--- config.mk ---
export PLATFORM = sky130hd
export DESIGN_NAME = ccsc_charge_ctrl
export DESIGN_NICKNAME = d
export VERILOG_FILES = /design/src/rtl/ccsc_pkg.sv /design/src/rtl/ccsc_charge_ctrl.sv
export VERILOG_INCLUDE_DIRS = /design/src /design/src/rtl
export SDC_FILE = /design/constraint.sdc
export NUM_CORES = 1
export LEC_CHECK = 0
export BUFFER_PORTS_ARGS = -buffer_cell sky130_fd_sc_hd__buf_4
export CAP_MARGIN = 20
export CORE_MARGIN = 3
export CORE_UTILIZATION = 55
export DETAILED_ROUTE_END_ITERATION = 8
export GPL_ROUTABILITY_DRIVEN = 0
export GPL_TIMING_DRIVEN = 0
export PLACE_DENSITY = 0.8
export SYNTH_ARGS = -nofsm -noshare
export SYNTH_HDL_FRONTEND = slang
export SYNTH_SLANG_ARGS = --single-unit
export TNS_END_PERCENT = 10
--- constraint.sdc ---
create_clock -name mclk_i -period 2.95 [get_ports mclk_i]
set_input_delay 0.295 -clock mclk_i [delete_from_list [all_inputs] [get_ports mclk_i]]
set_output_delay 0.295 -clock mclk_i [all_outputs]
set_load 0.05 [all_outputs]
--- src/rtl/ccsc_defines.svh ---
// Purpose: constants of the charge cycle state controller
// Assumes: 20 MHz system clock
// Notes:   offsets are byte addresses on the register bus
`ifndef CCSC_DEFINES_SVH
`define CCSC_DEFINES_SVH

// register offsets
`define CCSC_CTRL_OFF     12'h000
`define CCSC_STATUS_OFF   12'h004
`define CCSC_TIMER_OFF    12'h008

// control register fields and reset value
`define CCSC_CTRL_HOLD_BIT  0
`define CCSC_CTRL_RESET     32'h0000_0000

// status register field positions
`define CCSC_ST_STATE_LSB   0
`define CCSC_ST_TSUSP_BIT   8
`define CCSC_ST_DSUSP_BIT   9
`define CCSC_ST_EXP_BIT     10
`define CCSC_ST_REDUCE_BIT  11

// timing: clock rate, tick period, filter and safety periods
`define CCSC_CLK_MHZ        20
`define CCSC_TICK_US        10
`define CCSC_TERM_FILT_US   1000
`define CCSC_SAFETY_HOURS   4

`endif

--- src/rtl/ccsc_pkg.sv ---
// Purpose: shared types of the charge cycle state controller
// Assumes: one-hot state coding
// Notes:   constants live in ccsc_defines.svh
package ccsc_pkg;

	// charge cycle states, one-hot
	typedef enum logic [7:0] {
		ST_OFF      = 8'h01,
		ST_NOBAT    = 8'h02,
		ST_QUAL     = 8'h04,
		ST_PRECOND  = 8'h08,
		ST_FAST     = 8'h10,
		ST_CV       = 8'h20,
		ST_COMPLETE = 8'h40,
		ST_TFAULT   = 8'h80
	} ccsc_state_t;

	// analog comparator flags, all active high
	typedef struct packed {
		logic in_present;     // input above lockout and above battery
		logic bat_present;    // battery detected
		logic above_precond;  // battery above preconditioning level
		logic at_reg;         // battery at regulation level
		logic below_recharge; // battery below recharge level
		logic term_below;     // averaged current below termination
		logic die_hot;        // die above 150 C
		logic die_cooled;     // die cooled about 10 C below trip
		logic thermistor_sense_ok;       // thermistor inside 0.25 V .. 1.24 V
		logic vin_at_fold;    // input down to foldback threshold
		logic fold_tied_in;   // foldback input tied to supply
		logic iin_at_limit;   // input current at selected limit
		logic sys_over;       // system demand above input capability
		logic bat_low;        // low battery alarm level
	} ccsc_flags_t;

endpackage : ccsc_pkg

--- src/rtl/ccsc_charge_ctrl.sv ---
// Purpose: charge cycle sequencing, faults and open-drain status
// Assumes: comparator flags asynchronous, straps synchronous
// Notes:   apb slave answers with no wait state
`timescale 1ns/1ps
`include "ccsc_defines.svh"

module ccsc_charge_ctrl #(
	parameter logic [31:0] SAFETY_TICKS =
		32'(`CCSC_SAFETY_HOURS * 3600 * (1000000 / `CCSC_TICK_US))
) (
	input  wire logic                mclk_i,
	input  wire logic                resetn_i,
	input  wire ccsc_pkg::ccsc_flags_t flags_i,
	input  wire logic                charge_enable_i,
	input  wire logic                safety_timer_enable_n_i,
	input  wire logic                psel_i,
	input  wire logic                penable_i,
	input  wire logic                pwrite_i,
	input  wire logic [11:0]         paddr_i,
	input  wire logic [31:0]         pwdata_i,
	output logic      [31:0]         prdata_o,
	output logic                     pready_o,
	output logic                     pslverr_o,
	output logic                     charge_on_o,
	output logic                     current_tenth_o,
	output logic                     cv_mode_o,
	output logic                     current_reduce_o,
	output logic                     battery_path_on_o,
	output logic                     charge_status_a_n_o,
	output logic                     charge_status_a_n_oe_o,
	output logic                     charge_status_b_n_o,
	output logic                     charge_status_b_n_oe_o,
	output logic                     input_good_n_o,
	output logic                     input_good_n_oe_o
);

	localparam int NF = $bits(ccsc_pkg::ccsc_flags_t);
	localparam logic [7:0] TICK_CYC =
		8'(`CCSC_TICK_US * `CCSC_CLK_MHZ);
	// one tick extra so a full filter period is always seen
	localparam logic [6:0] FILT_TICKS =
		7'(`CCSC_TERM_FILT_US / `CCSC_TICK_US + 1);

	ccsc_pkg::ccsc_state_t state_q;
	ccsc_pkg::ccsc_state_t state_d;
	ccsc_pkg::ccsc_flags_t s;
	logic [NF-1:0]         meta_q;
	logic [NF-1:0]         sync_q;
	logic [7:0]            tick_cnt_q;
	logic                  tick_q;
	logic [31:0]           timer_q;
	logic [6:0]            filt_q;
	logic                  tsusp_q;
	logic                  dsusp_q;
	logic                  hold_q;
	logic                  timer_exp;
	logic                  term_done;
	logic                  charging;
	logic                  susp;
	logic                  run_ok;
	logic                  pg_now;

	// two-flop synchronisers, one per comparator flag
	generate
		for (genvar i = 0; i < NF; i++)
		begin : g_sync
			always_ff @(posedge mclk_i or negedge resetn_i)
			begin
				if (!resetn_i)
				begin
					meta_q[i] <= 1'b0;
					sync_q[i] <= 1'b0;
				end
				else
				begin
					meta_q[i] <= flags_i[i];
					sync_q[i] <= meta_q[i];
				end
			end
		end
	endgenerate
	assign s = ccsc_pkg::ccsc_flags_t'(sync_q);

	// fixed-rate tick for timer and filter
	always_ff @(posedge mclk_i or negedge resetn_i)
	begin
		if (!resetn_i)
		begin
			tick_cnt_q <= 8'h00;
			tick_q     <= 1'b0;
		end
		else if (tick_cnt_q == TICK_CYC - 8'h01)
		begin
			tick_cnt_q <= 8'h00;
			tick_q     <= 1'b1;
		end
		else
		begin
			tick_cnt_q <= tick_cnt_q + 8'h01;
			tick_q     <= 1'b0;
		end
	end

	// derived conditions
	assign charging  = (state_q == ccsc_pkg::ST_PRECOND) ||
	                   (state_q == ccsc_pkg::ST_FAST) ||
	                   (state_q == ccsc_pkg::ST_CV);
	assign susp      = tsusp_q || dsusp_q || hold_q;
	assign run_ok    = s.in_present && charge_enable_i;
	assign timer_exp = !safety_timer_enable_n_i &&
	                   (timer_q >= SAFETY_TICKS);
	assign term_done = (filt_q == FILT_TICKS);
	assign pg_now    = s.in_present;

	// battery temperature suspension, immediate both ways
	always_ff @(posedge mclk_i or negedge resetn_i)
	begin
		if (!resetn_i)
			tsusp_q <= 1'b0;
		else
			tsusp_q <= charging && !s.thermistor_sense_ok;
	end

	// die shutdown with hysteresis between trip and cooled flags
	always_ff @(posedge mclk_i or negedge resetn_i)
	begin
		if (!resetn_i)
			dsusp_q <= 1'b0;
		else if (s.die_hot)
			dsusp_q <= 1'b1;
		else if (s.die_cooled)
			dsusp_q <= 1'b0;
	end

	// safety timer: cleared on qualify and fast entry, frozen in suspend
	always_ff @(posedge mclk_i or negedge resetn_i)
	begin
		if (!resetn_i)
			timer_q <= 32'h0000_0000;
		else if (state_q == ccsc_pkg::ST_QUAL)
			timer_q <= 32'h0000_0000;
		else if (state_d == ccsc_pkg::ST_FAST &&
		         state_q != ccsc_pkg::ST_FAST)
			timer_q <= 32'h0000_0000;
		else if (charging && tick_q && !susp && !timer_exp &&
		         !safety_timer_enable_n_i)
			timer_q <= timer_q + 32'h0000_0001;
	end

	// termination filter: condition must hold for every tick
	always_ff @(posedge mclk_i or negedge resetn_i)
	begin
		if (!resetn_i)
			filt_q <= 7'h00;
		else if (state_q != ccsc_pkg::ST_CV || !s.term_below || susp)
			filt_q <= 7'h00;
		else if (tick_q && !term_done)
			filt_q <= filt_q + 7'h01;
	end

	// next state
	always_comb
	begin
		state_d = state_q;
		if (!run_ok)
			state_d = ccsc_pkg::ST_OFF;
		else
		begin
			case (state_q)
				ccsc_pkg::ST_OFF:
					state_d = ccsc_pkg::ST_QUAL;
				ccsc_pkg::ST_NOBAT:
					if (s.bat_present)
						state_d = ccsc_pkg::ST_QUAL;
				ccsc_pkg::ST_QUAL:
					if (!s.bat_present)
						state_d = ccsc_pkg::ST_NOBAT;
					else if (!s.above_precond)
						state_d = ccsc_pkg::ST_PRECOND;
					else
						state_d = ccsc_pkg::ST_FAST;
				ccsc_pkg::ST_PRECOND:
					if (!s.bat_present)
						state_d = ccsc_pkg::ST_NOBAT;
					else if (timer_exp)
						state_d = ccsc_pkg::ST_TFAULT;
					else if (s.above_precond)
						state_d = ccsc_pkg::ST_FAST;
				ccsc_pkg::ST_FAST:
					if (!s.bat_present)
						state_d = ccsc_pkg::ST_NOBAT;
					else if (timer_exp)
						state_d = ccsc_pkg::ST_TFAULT;
					else if (s.at_reg)
						state_d = ccsc_pkg::ST_CV;
				ccsc_pkg::ST_CV:
					if (!s.bat_present)
						state_d = ccsc_pkg::ST_NOBAT;
					else if (term_done || timer_exp)
						state_d = ccsc_pkg::ST_COMPLETE;
				ccsc_pkg::ST_COMPLETE:
					if (!s.bat_present)
						state_d = ccsc_pkg::ST_NOBAT;
					else if (s.below_recharge)
						state_d = ccsc_pkg::ST_QUAL;
				ccsc_pkg::ST_TFAULT:
					if (!s.bat_present)
						state_d = ccsc_pkg::ST_NOBAT;
				default:
					state_d = ccsc_pkg::ST_OFF;
			endcase
		end
	end

	// state register
	always_ff @(posedge mclk_i or negedge resetn_i)
	begin
		if (!resetn_i)
			state_q <= ccsc_pkg::ST_OFF;
		else
			state_q <= state_d;
	end

	// charge path commands
	always_ff @(posedge mclk_i or negedge resetn_i)
	begin
		if (!resetn_i)
		begin
			charge_on_o       <= 1'b0;
			current_tenth_o   <= 1'b0;
			cv_mode_o         <= 1'b0;
			current_reduce_o  <= 1'b0;
			battery_path_on_o <= 1'b0;
		end
		else
		begin
			charge_on_o       <= charging && !susp;
			current_tenth_o   <= state_q == ccsc_pkg::ST_PRECOND;
			cv_mode_o         <= state_q == ccsc_pkg::ST_CV;
			current_reduce_o  <= (s.vin_at_fold && !s.fold_tied_in) ||
			                     s.iin_at_limit;
			battery_path_on_o <= !s.in_present || s.sys_over ||
			                     s.iin_at_limit;
		end
	end

	// open-drain status: enable high means pin pulled low
	always_ff @(posedge mclk_i or negedge resetn_i)
	begin
		if (!resetn_i)
		begin
			charge_status_a_n_o    <= 1'b0;
			charge_status_b_n_o    <= 1'b0;
			input_good_n_o         <= 1'b0;
			charge_status_a_n_oe_o <= 1'b0;
			charge_status_b_n_oe_o <= 1'b0;
			input_good_n_oe_o      <= 1'b0;
		end
		else
		begin
			charge_status_a_n_o <= 1'b0;
			charge_status_b_n_o <= 1'b0;
			input_good_n_o      <= 1'b0;
			input_good_n_oe_o   <= pg_now;
			if (!s.in_present)
			begin
				charge_status_a_n_oe_o <= s.bat_low;
				charge_status_b_n_oe_o <= 1'b0;
			end
			else if (state_q == ccsc_pkg::ST_TFAULT ||
			         (charging && tsusp_q))
			begin
				charge_status_a_n_oe_o <= 1'b1;
				charge_status_b_n_oe_o <= 1'b1;
			end
			else if (charging)
			begin
				charge_status_a_n_oe_o <= 1'b1;
				charge_status_b_n_oe_o <= 1'b0;
			end
			else if (state_q == ccsc_pkg::ST_COMPLETE)
			begin
				charge_status_a_n_oe_o <= 1'b0;
				charge_status_b_n_oe_o <= 1'b1;
			end
			else
			begin
				charge_status_a_n_oe_o <= 1'b0;
				charge_status_b_n_oe_o <= 1'b0;
			end
		end
	end

	// apb slave: no wait state, error on unmapped or read-only write
	logic apb_setup;
	logic apb_hit;
	assign apb_setup = psel_i && !penable_i && !pready_o;
	assign apb_hit   = paddr_i == `CCSC_CTRL_OFF ||
	                   paddr_i == `CCSC_STATUS_OFF ||
	                   paddr_i == `CCSC_TIMER_OFF;

	always_ff @(posedge mclk_i or negedge resetn_i)
	begin
		if (!resetn_i)
		begin
			pready_o  <= 1'b0;
			pslverr_o <= 1'b0;
			prdata_o  <= 32'h0000_0000;
		end
		else
		begin
			pready_o  <= apb_setup;
			pslverr_o <= apb_setup && (!apb_hit ||
			             (pwrite_i && paddr_i != `CCSC_CTRL_OFF));
			prdata_o  <= 32'h0000_0000;
			if (apb_setup && !pwrite_i)
			begin
				case (paddr_i)
					`CCSC_CTRL_OFF:
						prdata_o <= {31'h0, hold_q};
					`CCSC_STATUS_OFF:
						prdata_o <= {20'h0, current_reduce_o, timer_exp,
						             dsusp_q, tsusp_q, state_q};
					`CCSC_TIMER_OFF:
						prdata_o <= timer_q;
					default:
						prdata_o <= 32'h0000_0000;
				endcase
			end
		end
	end

	// control register: software hold suspends charging
	always_ff @(posedge mclk_i or negedge resetn_i)
	begin
		if (!resetn_i)
			hold_q <= 1'b0;
		else if (psel_i && penable_i && pready_o && pwrite_i &&
		         paddr_i == `CCSC_CTRL_OFF)
			hold_q <= pwdata_i[`CCSC_CTRL_HOLD_BIT];
	end
endmodule : ccsc_charge_ctrl

## After elaboration in Yosys (flattened, before gate mapping)

Cells that the tools add are included.

- Register bits: 129
- Input bits: 65
- Output and inout port bits: 45
- Word-level logic and storage cells: 152

- Add/subtract/negate cells: 3
- $lt $le $gt $ge: 1
- Equality and inequality tests: 15
- Mux-type cells: 34
- Reductions and logical operators: 52

Operators by type and width:

| cell | count |
|---|---|
| $mux 32 | 4 |
| $mux 8 | 14 |
| $pmux 32 s3 | 1 |
| $pmux 8 s8 | 1 |
| $add 32x1->32 const B | 1 |
| $ge 32x31->1 const B | 1 |
| $logic_and 1x1->1 | 21 |
| $eq 8x5->1 const B | 2 |
| $eq 8x8->1 const B | 2 |
| $logic_or 1x1->1 | 14 |
| $mux 7 | 2 |
| $eq 12x3->1 const B | 1 |
| $eq 12x4->1 const B | 1 |
| $logic_not 1->1 | 12 |
| $logic_not 12->1 | 1 |
| $reduce_bool 12->1 | 1 |
| $mux 1 | 10 |
| $mux 5 | 2 |
| $add 8x1->8 const B | 1 |
| $eq 8x1->1 const B | 1 |
| $eq 8x2->1 const B | 1 |
| $eq 8x3->1 const B | 1 |
| $eq 8x4->1 const B | 1 |
| $eq 8x6->1 const B | 1 |
| 7 further kinds | 8 |

## Depth between registers and ports, before layout

Gate-level depths: netlist of run 1.

- Word-level depth: 11
- Depth in mapped cells: 10
- Depth with buffers taken out: 9

## Worst setup path before layout of run 1

No wires, ideal clock.

- Kind: register to register
- Start: register state_q[7]
- End: register timer_q[13]
- Library setup time: 0.119 ns
- Data arrival time: 1.979 ns
- Data required time: 2.831 ns
- Setup slack: 0.852 ns
- Stages on the path, launching flop included: 9
- Period minus slack after synthesis: 2.098 ns
- Cells stage by stage: dfrtp_1 > nor4_4 > o211ai_2 > and2_4 > or4_4 > buf_6 > nor2_4 > xnor2_1 > nor2_2

- Word-level cells in the longest chain between the ends: 9

RTL lines:

| element | line | RTL |
|---|---|---|
| start, declared | ccsc_charge_ctrl.sv:44 | `ccsc_pkg::ccsc_state_t state_q;` |
| start signal, assigned | ccsc_charge_ctrl.sv:219 | `state_q <= ccsc_pkg::ST_OFF;` |
| start signal, assigned | ccsc_charge_ctrl.sv:221 | `state_q <= state_d;` |
| $mux 8 (on tied branches) | ccsc_charge_ctrl.sv:194, ccsc_charge_ctrl.sv:187 |  |
| $mux 8 (on tied branches) | ccsc_charge_ctrl.sv:192, ccsc_charge_ctrl.sv:185 |  |
| $mux 8 (on tied branches) | ccsc_charge_ctrl.sv:190, ccsc_charge_ctrl.sv:183 |  |
| $pmux 8 s8 | ccsc_charge_ctrl.sv:169 | `case (state_q)` |
| $mux 8 | ccsc_charge_ctrl.sv:165 | `if (!run_ok)` |
| $eq 8x5->1 | ccsc_charge_ctrl.sv:142 | `else if (state_d == ccsc_pkg::ST_FAST &&` |
| $logic_and 1x1->1 | ccsc_charge_ctrl.sv:142 |  |
| $mux 32 | ccsc_charge_ctrl.sv:142 |  |
| $mux 32 | ccsc_charge_ctrl.sv:140 | `else if (state_q == ccsc_pkg::ST_QUAL)` |
| end signal, assigned | ccsc_charge_ctrl.sv:147 | `timer_q <= timer_q + 32'h0000_0001;` |
| end, declared | ccsc_charge_ctrl.sv:51 | `logic [31:0] timer_q;` |

Several ways; a longest one is shown, not always the timed one.
A chain may end at the register's enable or synchronous reset.

## Final worst setup path of run 1

- Start: register timer_q[12]
- End: register timer_q[20]

- Word-level cells in the longest chain between the ends: 11

RTL lines:

| element | line | RTL |
|---|---|---|
| $ge 32x31->1 | ccsc_charge_ctrl.sv:111 | `(timer_q >= SAFETY_TICKS);` |
| $logic_and 1x1->1 | ccsc_charge_ctrl.sv:110 | `assign timer_exp = !safety_timer_enable_n_i &&` |
| $logic_or 1x1->1 | ccsc_charge_ctrl.sv:199 | `else if (term_done \|\| timer_exp)` |
| $mux 8 | ccsc_charge_ctrl.sv:199 |  |
| $mux 8 | ccsc_charge_ctrl.sv:197 | `if (!s.bat_present)` |
| $pmux 8 s8 | ccsc_charge_ctrl.sv:169 |  |
| $mux 8 | ccsc_charge_ctrl.sv:165 |  |
| $eq 8x5->1 | ccsc_charge_ctrl.sv:142 |  |
| $logic_and 1x1->1 | ccsc_charge_ctrl.sv:142 |  |
| $mux 32 | ccsc_charge_ctrl.sv:142 |  |
| $mux 32 | ccsc_charge_ctrl.sv:140 |  |

Several ways; a longest one is shown, not always the timed one. The select of a mux whose other input is x is not followed.

==> impl_summary.log, run 1 <==
[metrics] worst slack on hold paths: 0.0414 ns
[metrics] Critical Path AT: 2.93 ns
[metrics] dominant combinational cell family by area after synthesis: simple AND/OR/NAND/NOR gates
[metrics] Initial Utilization: 57.3%
[metrics] max-cap check violation count: 0
[metrics] post-CTS clock slew at the launch and capture registers of the worst setup and hold paths: 0.06 ns
[metrics] final cell count without fillers: 766
[metrics] vias post-DR: 4,244
[metrics] DRC: 0
[metrics] CTS tree: yes
[metrics] Post-synth EDFFs: 0
[metrics] Congestion Overflow GR: 0
[metrics] RSZ-0062 raised after global routing: false
[metrics] row count: 36
[metrics] placed cells: 717
[metrics] worst reg2reg path depth: 8
[metrics] violation count after the first detailed-route iteration: 189
[metrics] initial antenna violation count: 0
[metrics] pin count of the biggest net entering global routing: 75
[metrics] width of the die: 107 µm
[metrics] Critical Path Start Type: flop
[metrics] detailed-placement wirelength estimate: 8240 µm
[metrics] post-route setup TNS: 0 ns
[metrics] Hold Startpoint: charge_enable_i
[metrics] Final nets: 690
[metrics] Simple-Gate Fraction of Synth Area: 23.0%
[metrics] max-slew violation total from the final report: 0
[metrics] Die Area: 0.0115 mm²
[metrics] clock insertion delay at the later pin of the skew report: 0.52 ns
[metrics] post-synthesis share of cell area spent on xor and xnor gates: 6.51%
[metrics] number of failing hold endpoints at the final stage: 0
[metrics] compound-cell area share of the yosys netlist: 7.83%
[metrics] required time of the worst setup path: 3.35 ns
[metrics] Area Growth Syn to Fin: 26.8%
[metrics] LEAKAGE: 3.26 nW
[metrics] number of distinct standard cells referenced by the synthesized netlist: 63
[metrics] run status: finished clean
[metrics] overall routing resource usage: 22.7%
[metrics] final wirelength: 12,200 µm
[metrics] TritonCTS sink count: 129
[metrics] Post-Synth Adder-Cell Area: 1.28%
[metrics] Worst slew margin: 51.9%
[metrics] r2r startpoint: timer_q[12]
[metrics] buffer levels on the longest clock path: 2
[metrics] sequential fraction of the synthesis area: 57.1%
[metrics] worst hold path type: in -> reg
[metrics] highest clock frequency the design can meet: 396 MHz
[metrics] Max VDD drop: 0.000390 V
[metrics] critical register-to-register path endpoint: timer_q[20]
[metrics] Die Y: 107 µm
[metrics] fraction of registers with async set/reset: 100%
[metrics] via density per instance: 5.54
[metrics] power per cell area: 581 mW/mm²
[metrics] library cell used as clock root buffer: clkbuf_8
[metrics] Synth Cell Area: 0.00565 mm²
[metrics] CP max FO: 10
[metrics] mux contribution to synthesized area: 0.907%
[metrics] number of warnings printed during yosys synthesis: 0
[metrics] wire length per cell after detailed routing: 15.9 µm
[metrics] wire length of the first global-routing pass: 20,500 µm
[metrics] synthesized netlist cell count: 507
[metrics] average size of a mapped cell: 11.2 µm²
[metrics] fill cell count: 644
[metrics] number of antenna cells inserted: 0
[metrics] crit end category: flop
[metrics] number of port buffers: 74
[metrics] layout cell share with drive strength beyond 1: 24.3%
[metrics] number of buffers created by CTS: 17
[metrics] source of the critical timing path: timer_q[12]
[metrics] slack of the worst reg-to-reg path: 0.42 ns
[metrics] most used flip-flop cell after synthesis: dfrtp_1
[metrics] via count of the first global-routing pass: 4,240
[metrics] category of the most critical setup path: reg -> reg
[metrics] fraction of the cycle the final worst path needs: 85.6%
[metrics] DRT antenna net count: 0
[metrics] number of optimization iterations in the first detailed-route pass: 5
[metrics] worst hold path depth: 2
[metrics] clock tree skew after final layout: 0.00956 ns
[metrics] area inside the core boundary: 0.00986 mm²
[metrics] Final setup viols: 0
[metrics] most frequent standard cell in the layout excluding fill and tap cells: dfrtp_1
[metrics] number of buffers inserted to repair setup after CTS: 0
[metrics] Top-Level Pins: 110
[metrics] slew at the pin closest to its max-slew limit: 0.716 ns
[metrics] end of the worst hold path: state_q[0]
[metrics] commonest non-fill, non-tap cells in the layout: dfrtp_1, buf_4, nor2_1
[metrics] time the final worst path needs with I/O delays and setup: 2.53 ns
[metrics] CTS HTree Levels: 4
[metrics] post-synthesis sequential element count: 129
-- flip-flops by register name (all words and copies together), names as in the netlist, 7 cells and up --
register / cells
s: 13
tick_cnt_q: 8
filt_q: 7
state_q: 8
prdata_o: 32
timer_q: 32
meta_q: 14
-- area by class of cell --
type,count,area [µm²],area share (%)
Clock buffer,17,414,5.77
Sequential cell,129,3230,45.0
Tap cell,133,166,2.32
Inverter,15,56.3,0.785
Multi-Input combinational cell,345,2250,31.4
Buffer,20,128,1.78
Timing Repair Buffer,92,757,10.6
Clock inverter,15,173,2.41
-- synthesized netlist by cell type, types with 2 or more instances --
cell type    n  area share, %
ha_1         5            1.1
o21a_1       3           0.40
or4_4        2           0.40
nor2b_1     13            1.4
xor2_1      21            3.3
a21oi_1      9           0.80
nor2_2      14            1.5
xnor2_1     21            3.3
nor2_1      68            4.5
nor3_1       9           0.80
o21ai_0     10           0.89
a22oi_1     11            1.5
nor4_1       7           0.77
and3_1      13            1.4
buf_2        3           0.27
mux2i_1      4           0.71
nand3_1     14            1.2
inv_1       15            1.0
dfrtp_1    128             57
o211ai_1     2           0.27
buf_4        3           0.40
buf_6        5            1.0
and4_1       2           0.31
and2_1      24            2.7
a21o_1       3           0.40
nor4b_1      2           0.31
nor3b_1      3           0.40
nand4b_1     2           0.31
a31oi_1      3           0.33
or2_2        2           0.22
nand4_1     22            2.4
nand2_1     23            1.5
nand2b_1     2           0.22
clkbuf_1     9           0.60
nor4_4       2           0.75
-- stage by stage --
stage          setup slack [ns]  power, mW  util (%)  cell area, µm²
3_3_place_gp              0.549       2.11      64.7            6380
6_report                  0.424       4.17      72.7            7170
5_1_grt                   0.235       4.31      72.7            7170
4_1_cts                   0.468       4.20      72.7            7170
3_5_place_dp              0.549       2.12      65.0            6410
2_1_floorplan             0.852       2.00         -            5660
-- worst max-delay path: stages (launching register included) --
cell	delay, ns
dfrtp_1	0.45
o21ai_0	0.29
a2111oi_2	0.13
o31ai_2	0.46
and4_1	0.37
buf_2	0.26
nand4_1	0.18
xor2_1	0.21
nor2_1	0.06
-- cells by family after synthesis --
kind of cell | after synthesis
AO/OA/AOI/OAI | 55
multiplexers | 5
adder cells (fa/ha/maj) | 6
XOR/XNOR | 42
AND/OR/NAND/NOR | 234
buffers and inverters | 35
other | 1
flip-flops | 129
-- metal layers --
metal,up-vias,part of all wire (%),global-route usage [%]
li1,1967,-,-
met1,2076,41,29.1
met2,173,51,37.3
met3,28,5.9,5.64
met4,0,2.1,8.84
met5,-,0,0
-- how the worst max path moves through the flow --
stage                        to  slack, ns  cells past startpoint
floorplan           timer_q[13]       0.85                      8
global placement    timer_q[22]       0.55                      8
detailed placement  timer_q[16]       0.55                      8
CTS                 timer_q[20]       0.47                      8
global route        timer_q[20]       0.24                      8
finish              timer_q[20]       0.42                      8
-- report_power, final --
group | switching [mW] | internal, mW | total (mW)
clock | 0.833 | 1.23 | 2.06
combinational | 0.152 | 0.102 | 0.254
sequential | 0.0396 | 1.82 | 1.85
-- repair_timing --
item | CTS | global route
setup endpoints to repair | 0 | 0
hold endpoints to repair | 71 | 0
hold buffers | 17 | 0
gates resized for setup | 0 | 0
(Power assumes the default switching activity.)
==> run 2, diff against run 1 <==
--- a/config.mk
+++ b/config.mk
@@ -8,12 +8,11 @@
 export LEC_CHECK = 0
 export BUFFER_PORTS_ARGS = -buffer_cell sky130_fd_sc_hd__buf_4
 export CAP_MARGIN = 20
-export CORE_MARGIN = 3
-export CORE_UTILIZATION = 55
+export CORE_UTILIZATION = 40
+export CTS_BUF_LIST = sky130_fd_sc_hd__clkbuf_8 sky130_fd_sc_hd__clkbuf_16
 export DETAILED_ROUTE_END_ITERATION = 8
 export GPL_ROUTABILITY_DRIVEN = 0
 export GPL_TIMING_DRIVEN = 0
-export PLACE_DENSITY = 0.8
 export SYNTH_ARGS = -nofsm -noshare
 export SYNTH_HDL_FRONTEND = slang
 export SYNTH_SLANG_ARGS = --single-unit
==> run 2 against run 1 <==
  * Routed wire length decreased by 3.6%
  * Sequential share of layout area down 0.094 points
  * Sequential power about the same
  * Critical path depth increased by 1
  * Global-route usage fell by 4.7 points
  * First-iteration DRC count grew 19%
  * Total power is 2.1% lower
  * Critical path type unchanged
  * Critical endpoint is now timer_q[23]
==> impl_summary.log, run 2 (synthesized netlist as in run 1, its figures left out) <==
[metrics] Area Growth Syn to Fin: 27.1%
[metrics] endpoint of the worst setup timing path: timer_q[23]
[metrics] violation count after the first detailed-route iteration: 225 (+19%)
[metrics] detailed-placement wirelength estimate: 8270 µm (+0.35%)
[metrics] row count: 43 (+19%)
[metrics] max-slew violation total from the final report: 0 (unchanged)
[metrics] area after detailed placement: 0.00647 mm² (+0.92%)
[metrics] CTS HTree Levels: 4 (unchanged)
[metrics] Critical Path AT: 2.79 ns (-0.14 ns)
[metrics] wire length of the first global-routing pass: 20,000 µm (-2.2%)
[metrics] slack of the worst reg-to-reg path: 0.47 ns (+0.05 ns)
[metrics] Worst slew margin: 51.2% (-0.68 points)
[metrics] slew at the pin closest to its max-slew limit: 0.727 ns (+0.0105 ns)
[metrics] number of port buffers: 74 (unchanged)
[metrics] Critical Path Start Type: flop
[metrics] cell at the slowest stage of the critical path: dfstp_2
[metrics] clock insertion delay at the later pin of the skew report: 0.43 ns (-0.09 ns)
[metrics] maximum single-stage delay on the critical path: 0.51 ns (+0.05 ns)
[metrics] number of antenna cells inserted: 0 (unchanged)
[metrics] width of the die: 121 µm (+13%)
[metrics] Final nets: 688 (-0.29%)
[metrics] pin count of the biggest net entering global routing: 69 (-8.0%)
[metrics] required time of the worst setup path: 3.26 ns (-0.09 ns)
[metrics] Top-Level Pins: 110 (unchanged)
[metrics] post-route setup TNS: 0 ns (unchanged)
[metrics] via count of the first global-routing pass: 3,972 (-6.3%)
[metrics] final wirelength: 11,800 µm (-3.6%)
[metrics] list of cells traversed by the critical path: buf_2 -> xor2_1 -> o21ai_0 -> nor3_1 -> o311ai_4 -> a221oi_4 -> a31o_4 -> buf_6 -> nor2_1
[metrics] combined buffer and inverter count along the critical path: 2 (+1)
[metrics] number of failing hold endpoints at the final stage: 0 (unchanged)
[metrics] DRT antenna net count: 0 (unchanged)
[metrics] Congestion Overflow GR: 0 (unchanged)
[metrics] Initial Utilization: 40.9% (-16 points)
[metrics] Critical Path Stages: 9 (+1)
[metrics] crit end category: flop
[metrics] final cell count without fillers: 811 (+5.9%)
[metrics] Post-Layout Inst Area: 0.00719 mm² (+0.21%)
[metrics] buffer levels on the longest clock path: 2 (unchanged)
[metrics] initial antenna violation count: 0 (unchanged)
[metrics] placed cells: 764 (+6.6%)
[metrics] wire length per cell after detailed routing: 14.5 µm (-8.9%)
[metrics] most frequent standard cell in the layout excluding fill and tap cells: dfrtp_1
[metrics] CTS tree: yes
[metrics] library cell used as clock root buffer: clkbuf_16
[metrics] number of optimization iterations in the first detailed-route pass: 5 (unchanged)
[metrics] commonest non-fill, non-tap cells in the layout: dfrtp_1, buf_4, nor2_1
[metrics] r2r startpoint: state_q[0]
[metrics] DRC: 0 (unchanged)
[metrics] clock tree skew after final layout: 0.00940 ns (-0.000156 ns)
[metrics] max-cap check violation count: 0 (unchanged)
[metrics] Final setup viols: 0 (unchanged)
[metrics] time the final worst path needs with I/O delays and setup: 2.48 ns (-0.0486 ns)
[metrics] source of the critical timing path: state_q[0]
[metrics] LEAKAGE: 3.24 nW (-0.88%)
[metrics] category of the most critical setup path: reg -> reg
[metrics] RSZ-0062 raised after global routing: false
[metrics] area inside the core boundary: 0.0138 mm² (+40%)
[metrics] overall routing resource usage: 18.0% (-4.7 points)
[metrics] layout cell share with drive strength beyond 1: 24.2% (-0.081 points)
[metrics] power per cell area: 568 mW/mm² (-2.3%)
[metrics] worst hold path type: in -> reg
[metrics] Max VDD drop: 0.000366 V (-6.2%)
[metrics] via density per instance: 4.96 (-11%)
[metrics] number of buffers inserted to repair setup after CTS: 0 (unchanged)
[metrics] Largest delay share family, worst path: compound AO/OA/AOI/OAI gates
[metrics] critical register-to-register path endpoint: timer_q[23]
[metrics] Die Y: 121 µm (+13%)
[metrics] run status: finished clean
[metrics] CP max FO: 10 (unchanged)
[metrics] fraction of the cycle the final worst path needs: 84.0% (-1.6 points)
[metrics] vias post-DR: 4,020 (-5.3%)
[metrics] highest clock frequency the design can meet: 404 MHz (+2.0%)
[metrics] TritonCTS sink count: 129 (unchanged)
[metrics] post-CTS clock slew at the launch and capture registers of the worst setup and hold paths: 0.06 ns (about the same)
[metrics] worst reg2reg path depth: 9 (+1)
[metrics] number of buffers created by CTS: 17 (unchanged)
[metrics] Die Area: 0.0146 mm² (+27%)
[metrics] largest registers: prdata_o x32, timer_q x32, meta_q x14
[run 2: cell count changes in the layout (fill, tap and decap cells not counted), moves of 2 or more]
cell           previous run  this run
clkinvlp_4                2         5
dlygate4sd3_1            17        15
inv_6                     5         3
inv_8                     2         0
[run 2: what timing repair did]
action	in CTS	in global routing
hold buffers	15	0
hold endpoints to repair	74	0
gates resized for setup	0	0
[run 2: power by group]
group | internal, mW | switching (mW)
Clock | 1.16 | 0.815
Sequential | 1.82 | 0.0365
Combinational | 0.100 | 0.152
[run 2: how the worst min path moves through the flow]
stage / from / end / cells after the start
after floorplan: resetn_i / battery_path_on_o / 0
after global placement: meta_q[13] / pg_now / 0
after detailed placement: resetn_i / prdata_o[3] / 1
after CTS: penable_i / pready_o / 2
after global routing: penable_i / pready_o / 2
final: penable_i / pready_o / 2
[run 2: cell type report]
| type | count | area (µm²) |
|---|---|---|
| fillers | 1184 | 6640 |
| flip-flops and latches | 129 | 3230 |
| multi-input cells | 345 | 2250 |
| repair buffers | 90 | 737 |
| clock buffers | 17 | 425 |
| well taps | 180 | 225 |
| clock inverters | 15 | 138 |
| plain buffers | 20 | 128 |
| inverters | 15 | 56.3 |
[run 2: through the flow]
| stage | utilization [%] | hold WS (ns) | setup slack, ns | total power, mW |
|---|---|---|---|---|
| 2_1_floorplan | - | -0.000591 | 0.852 | 2.00 |
| 3_3_place_gp | 46.6 | 0.333 | 0.516 | 2.11 |
| 3_5_place_dp | 46.8 | 0.319 | 0.466 | 2.12 |
| 4_1_cts | 52.0 | 0.0545 | 0.474 | 4.12 |
| 5_1_grt | 52.0 | 0.0744 | 0.303 | 4.25 |
| 6_report | 52.0 | 0.0736 | 0.473 | 4.08 |
[run 2: metal layers]
| layer | vias to the layer above | GRT usage (%) | share of wire, % |
|---|---|---|---|
| li1 | 1962 | - | - |
| met1 | 1965 | 23.5 | 46 |
| met2 | 81 | 28.2 | 48 |
| met3 | 12 | 5.22 | 3.8 |
| met4 | 0 | 7.02 | 1.6 |
| met5 | - | 0 | 0 |
==> run 3, diff against run 2 <==
==> constraint.sdc (replaced) <==
create_clock -name mclk_i -period 2.4 [get_ports mclk_i]
set_input_delay 0.24 -clock mclk_i [delete_from_list [all_inputs] [get_ports mclk_i]]
set_output_delay 0.24 -clock mclk_i [all_outputs]
set_load 0.05 [all_outputs]
==> run 3 against run 2 <==
  * Clock skew up 0.00084 ns
  * Setup slack worse by 0.47 ns
  * Utilization up 1.5 points
  * Register-to-register slack worse by 0.47 ns
  * Sequential share of layout area down 1.3 points
  * Die area unchanged
  * Combinational power up 27%
  * Global-route usage up 0.051 points
  * Cell area up 3.0%
  * Cell count up 1.5%
  * Clock power up 23%
  * Total power up 23%
  * Largest power group unchanged
==> impl_summary.log, run 3 (synthesized netlist as in run 1, its figures left out) <==
[metrics] required time of the worst setup path: 2.71 ns (-0.55 ns)
[metrics] Critical Path Stages: 9 (unchanged)
[metrics] LEAKAGE: 3.31 nW (+2.3%)
[metrics] buffer levels on the longest clock path: 2 (unchanged)
[metrics] post-CTS clock slew at the launch and capture registers of the worst setup and hold paths: 0.06 ns (about the same)
[metrics] overall routing resource usage: 18.1% (+0.051 points)
[metrics] max-slew violation total from the final report: 0 (unchanged)
[metrics] Top-Level Pins: 110 (unchanged)
[metrics] layout cell share with drive strength beyond 1: 27.8% (+3.6 points)
[metrics] cell at the slowest stage of the critical path: nor4_4
[metrics] Largest delay share family, worst path: simple AND/OR/NAND/NOR gates
[metrics] combined buffer and inverter count along the critical path: 2 (unchanged)
[metrics] worst hold path type: in -> reg
[metrics] category of the most critical setup path: reg -> reg
[metrics] DRC: 0 (unchanged)
[metrics] internal portion of total power: 3.79 mW (+23%)
[metrics] DRT antenna net count: 0 (unchanged)
[metrics] met2 WL post-DR: 5840 µm (+3.1%)
[metrics] net switching share of the total power: 24.6% (+0.065 points)
[metrics] wire length of the first global-routing pass: 20,100 µm (+0.24%)
[metrics] number of failing hold endpoints at the final stage: 0 (unchanged)
[metrics] Die Area: 0.0146 mm² (unchanged)
[metrics] endpoint of the worst setup timing path: timer_q[23]
[metrics] CTS HTree Levels: 4 (unchanged)
[metrics] Critical Path AT: 2.71 ns (-0.08 ns)
[metrics] Die Y: 121 µm (unchanged)
[metrics] final cell count without fillers: 823 (+1.5%)
[metrics] clock insertion delay at the later pin of the skew report: 0.42 ns (about the same)
[metrics] Max VDD drop: 0.000456 V (+25%)
[metrics] largest registers: prdata_o x32, timer_q x32, meta_q x14
[metrics] placed cells: 764 (unchanged)
[metrics] power per cell area: 680 mW/mm² (+20%)
[metrics] r2r startpoint: state_q[1]
[metrics] reported net switching power: 1.24 mW (+24%)
[metrics] Initial Utilization: 40.9% (unchanged)
[metrics] highest clock frequency the design can meet: 417 MHz (+3.3%)
[metrics] Critical Path Start Type: flop
[metrics] violation count after the first detailed-route iteration: 228 (+1.3%)
[metrics] Worst slew margin: 59.1% (+7.9 points)
[metrics] TritonCTS sink count: 129 (unchanged)
[metrics] clock tree skew after final layout: 0.0102 ns (+0.000841 ns)
[metrics] clock share of power: 48.2% (-0.2 points)
[metrics] library cell used as clock root buffer: clkbuf_16
[metrics] number of optimization iterations in the first detailed-route pass: 5 (unchanged)
[metrics] pin count of the biggest net entering global routing: 69 (unchanged)
[metrics] area inside the core boundary: 0.0138 mm² (unchanged)
[metrics] CTS tree: yes
[metrics] wire length per cell after detailed routing: 14.7 µm (+1.1%)
[metrics] number of antenna cells inserted: 0 (unchanged)
[metrics] detailed-placement wirelength estimate: 8270 µm (unchanged)
[metrics] proportion of power drawn by flip-flops and latches: 45.4% (about the same)
[metrics] CP max FO: 10 (unchanged)
[metrics] number of port buffers: 74 (unchanged)
[metrics] time the final worst path needs with I/O delays and setup: 2.40 ns (-0.0800 ns)
[metrics] critical register-to-register path endpoint: timer_q[23]
[metrics] uppermost layer routed: met4
[metrics] commonest non-fill, non-tap cells in the layout: dfrtp_1, buf_4, nor2_1
[metrics] width of the die: 121 µm (unchanged)
[metrics] max-cap check violation count: 0 (unchanged)
[metrics] vias post-DR: 4,109 (+2.2%)
[metrics] relative contribution of combinational cells to total power: 6.4% (+0.2 points)
[metrics] Final nets: 700 (+1.7%)
[metrics] routed length on met3: 534 µm (+20%)
[metrics] post-route setup TNS: 0 ns (unchanged)
[metrics] Final setup viols: 0 (unchanged)
[metrics] via count of the first global-routing pass: 4,008 (+0.91%)
[metrics] worst slack on hold paths: 0.0646 ns (-0.00898 ns)
[metrics] list of cells traversed by the critical path: buf_6 -> nor4_4 -> and3_4 -> nor2b_4 -> o211ai_1 -> a221oi_4 -> a31o_4 -> buf_8 -> nor2_1
[metrics] run status: finished clean
[metrics] fraction of the cycle the final worst path needs: 99.9% (+16 points)
[metrics] number of buffers created by CTS: 17 (unchanged)
[metrics] crit end category: flop
[metrics] worst reg2reg path depth: 9 (unchanged)
[metrics] final wirelength: 12,100 µm (+2.6%)
[metrics] RSZ-0062 raised after global routing: true
[metrics] Congestion Overflow GR: 0 (unchanged)
[metrics] row count: 43 (unchanged)
[metrics] Area Growth Syn to Fin: 30.9%
[metrics] initial antenna violation count: 0 (unchanged)
[metrics] source of the critical timing path: state_q[1]
[metrics] Met1 Routed Length: 5490 µm (+0.51%)
[metrics] most frequent standard cell in the layout excluding fill and tap cells: dfrtp_1
[metrics] slew at the pin closest to its max-slew limit: 0.608 ns (-0.119 ns)
[metrics] slack of the worst reg-to-reg path: 0.003 ns (-0.47 ns)
[metrics] maximum single-stage delay on the critical path: 0.40 ns (-0.11 ns)
[metrics] via density per instance: 4.99 (+0.72%)
==> run 3: layer usage <==
layer / GRT usage (%) / vias to the layer above
met5: 0 / -
met4: 7.56 / 0
met3: 5.22 / 18
met2: 28.2 / 111
met1: 23.4 / 1999
li1: - / 1981
==> run 3: layout make-up <==
type,instances,area (µm²)
fill,1157,6430
sequential,129,3230
multi-input combinational,345,2340
timing repair buffer,103,855
clock buffer,17,425
tap,180,225
clock inverter,15,138
buffer,19,133
inverter,15,56.3
==> run 3: worst min-delay path by stage <==
stage | startpoint | endpoint | slack, ns | cells past startpoint
finish | pwdata_i[0] | hold_q | 0.06 | 2
global route | pwdata_i[0] | hold_q | 0.05 | 2
CTS | pwdata_i[0] | hold_q | 0.05 | 2
detailed placement | resetn_i | prdata_o[3] | 0.26 | 1
global placement | meta_q[13] | pg_now | 0.33 | 0
floorplan | resetn_i | battery_path_on_o | -0.06 | 0
==> run 3: timing repair <==
action                     in CTS  in global routing
pin swaps                       4                 12
hold buffers                   16                  0
buffers inserted                2                  9
setup endpoints to repair      30                 32
gates cloned                    0                  1
hold endpoints to repair       75                  0
resized for setup               4                 20
==> run 3: power groups by stage <==
stage,clock (mW),combinational (mW),sequential (mW)
after floorplan,0,0.142,2.32
after global placement,0,0.279,2.31
after detailed placement,0,0.293,2.32
after CTS,2.48,0.318,2.28
after global routing,2.60,0.353,2.29
final,2.43,0.321,2.28
==> run 3: through the flow <==
step | utilization [%] | power [mW] | area (µm²) | setup WS (ns)
detailed placement | 46.8 | 2.61 | 6470 | -0.0842
floorplan | - | 2.46 | 5660 | 0.302
CTS | 52.3 | 5.07 | 7240 | 0.0120
global route | 53.5 | 5.24 | 7400 | -0.105
finish | 53.5 | 5.03 | 7400 | 0.00257
global placement | 46.6 | 2.59 | 6440 | -0.0339
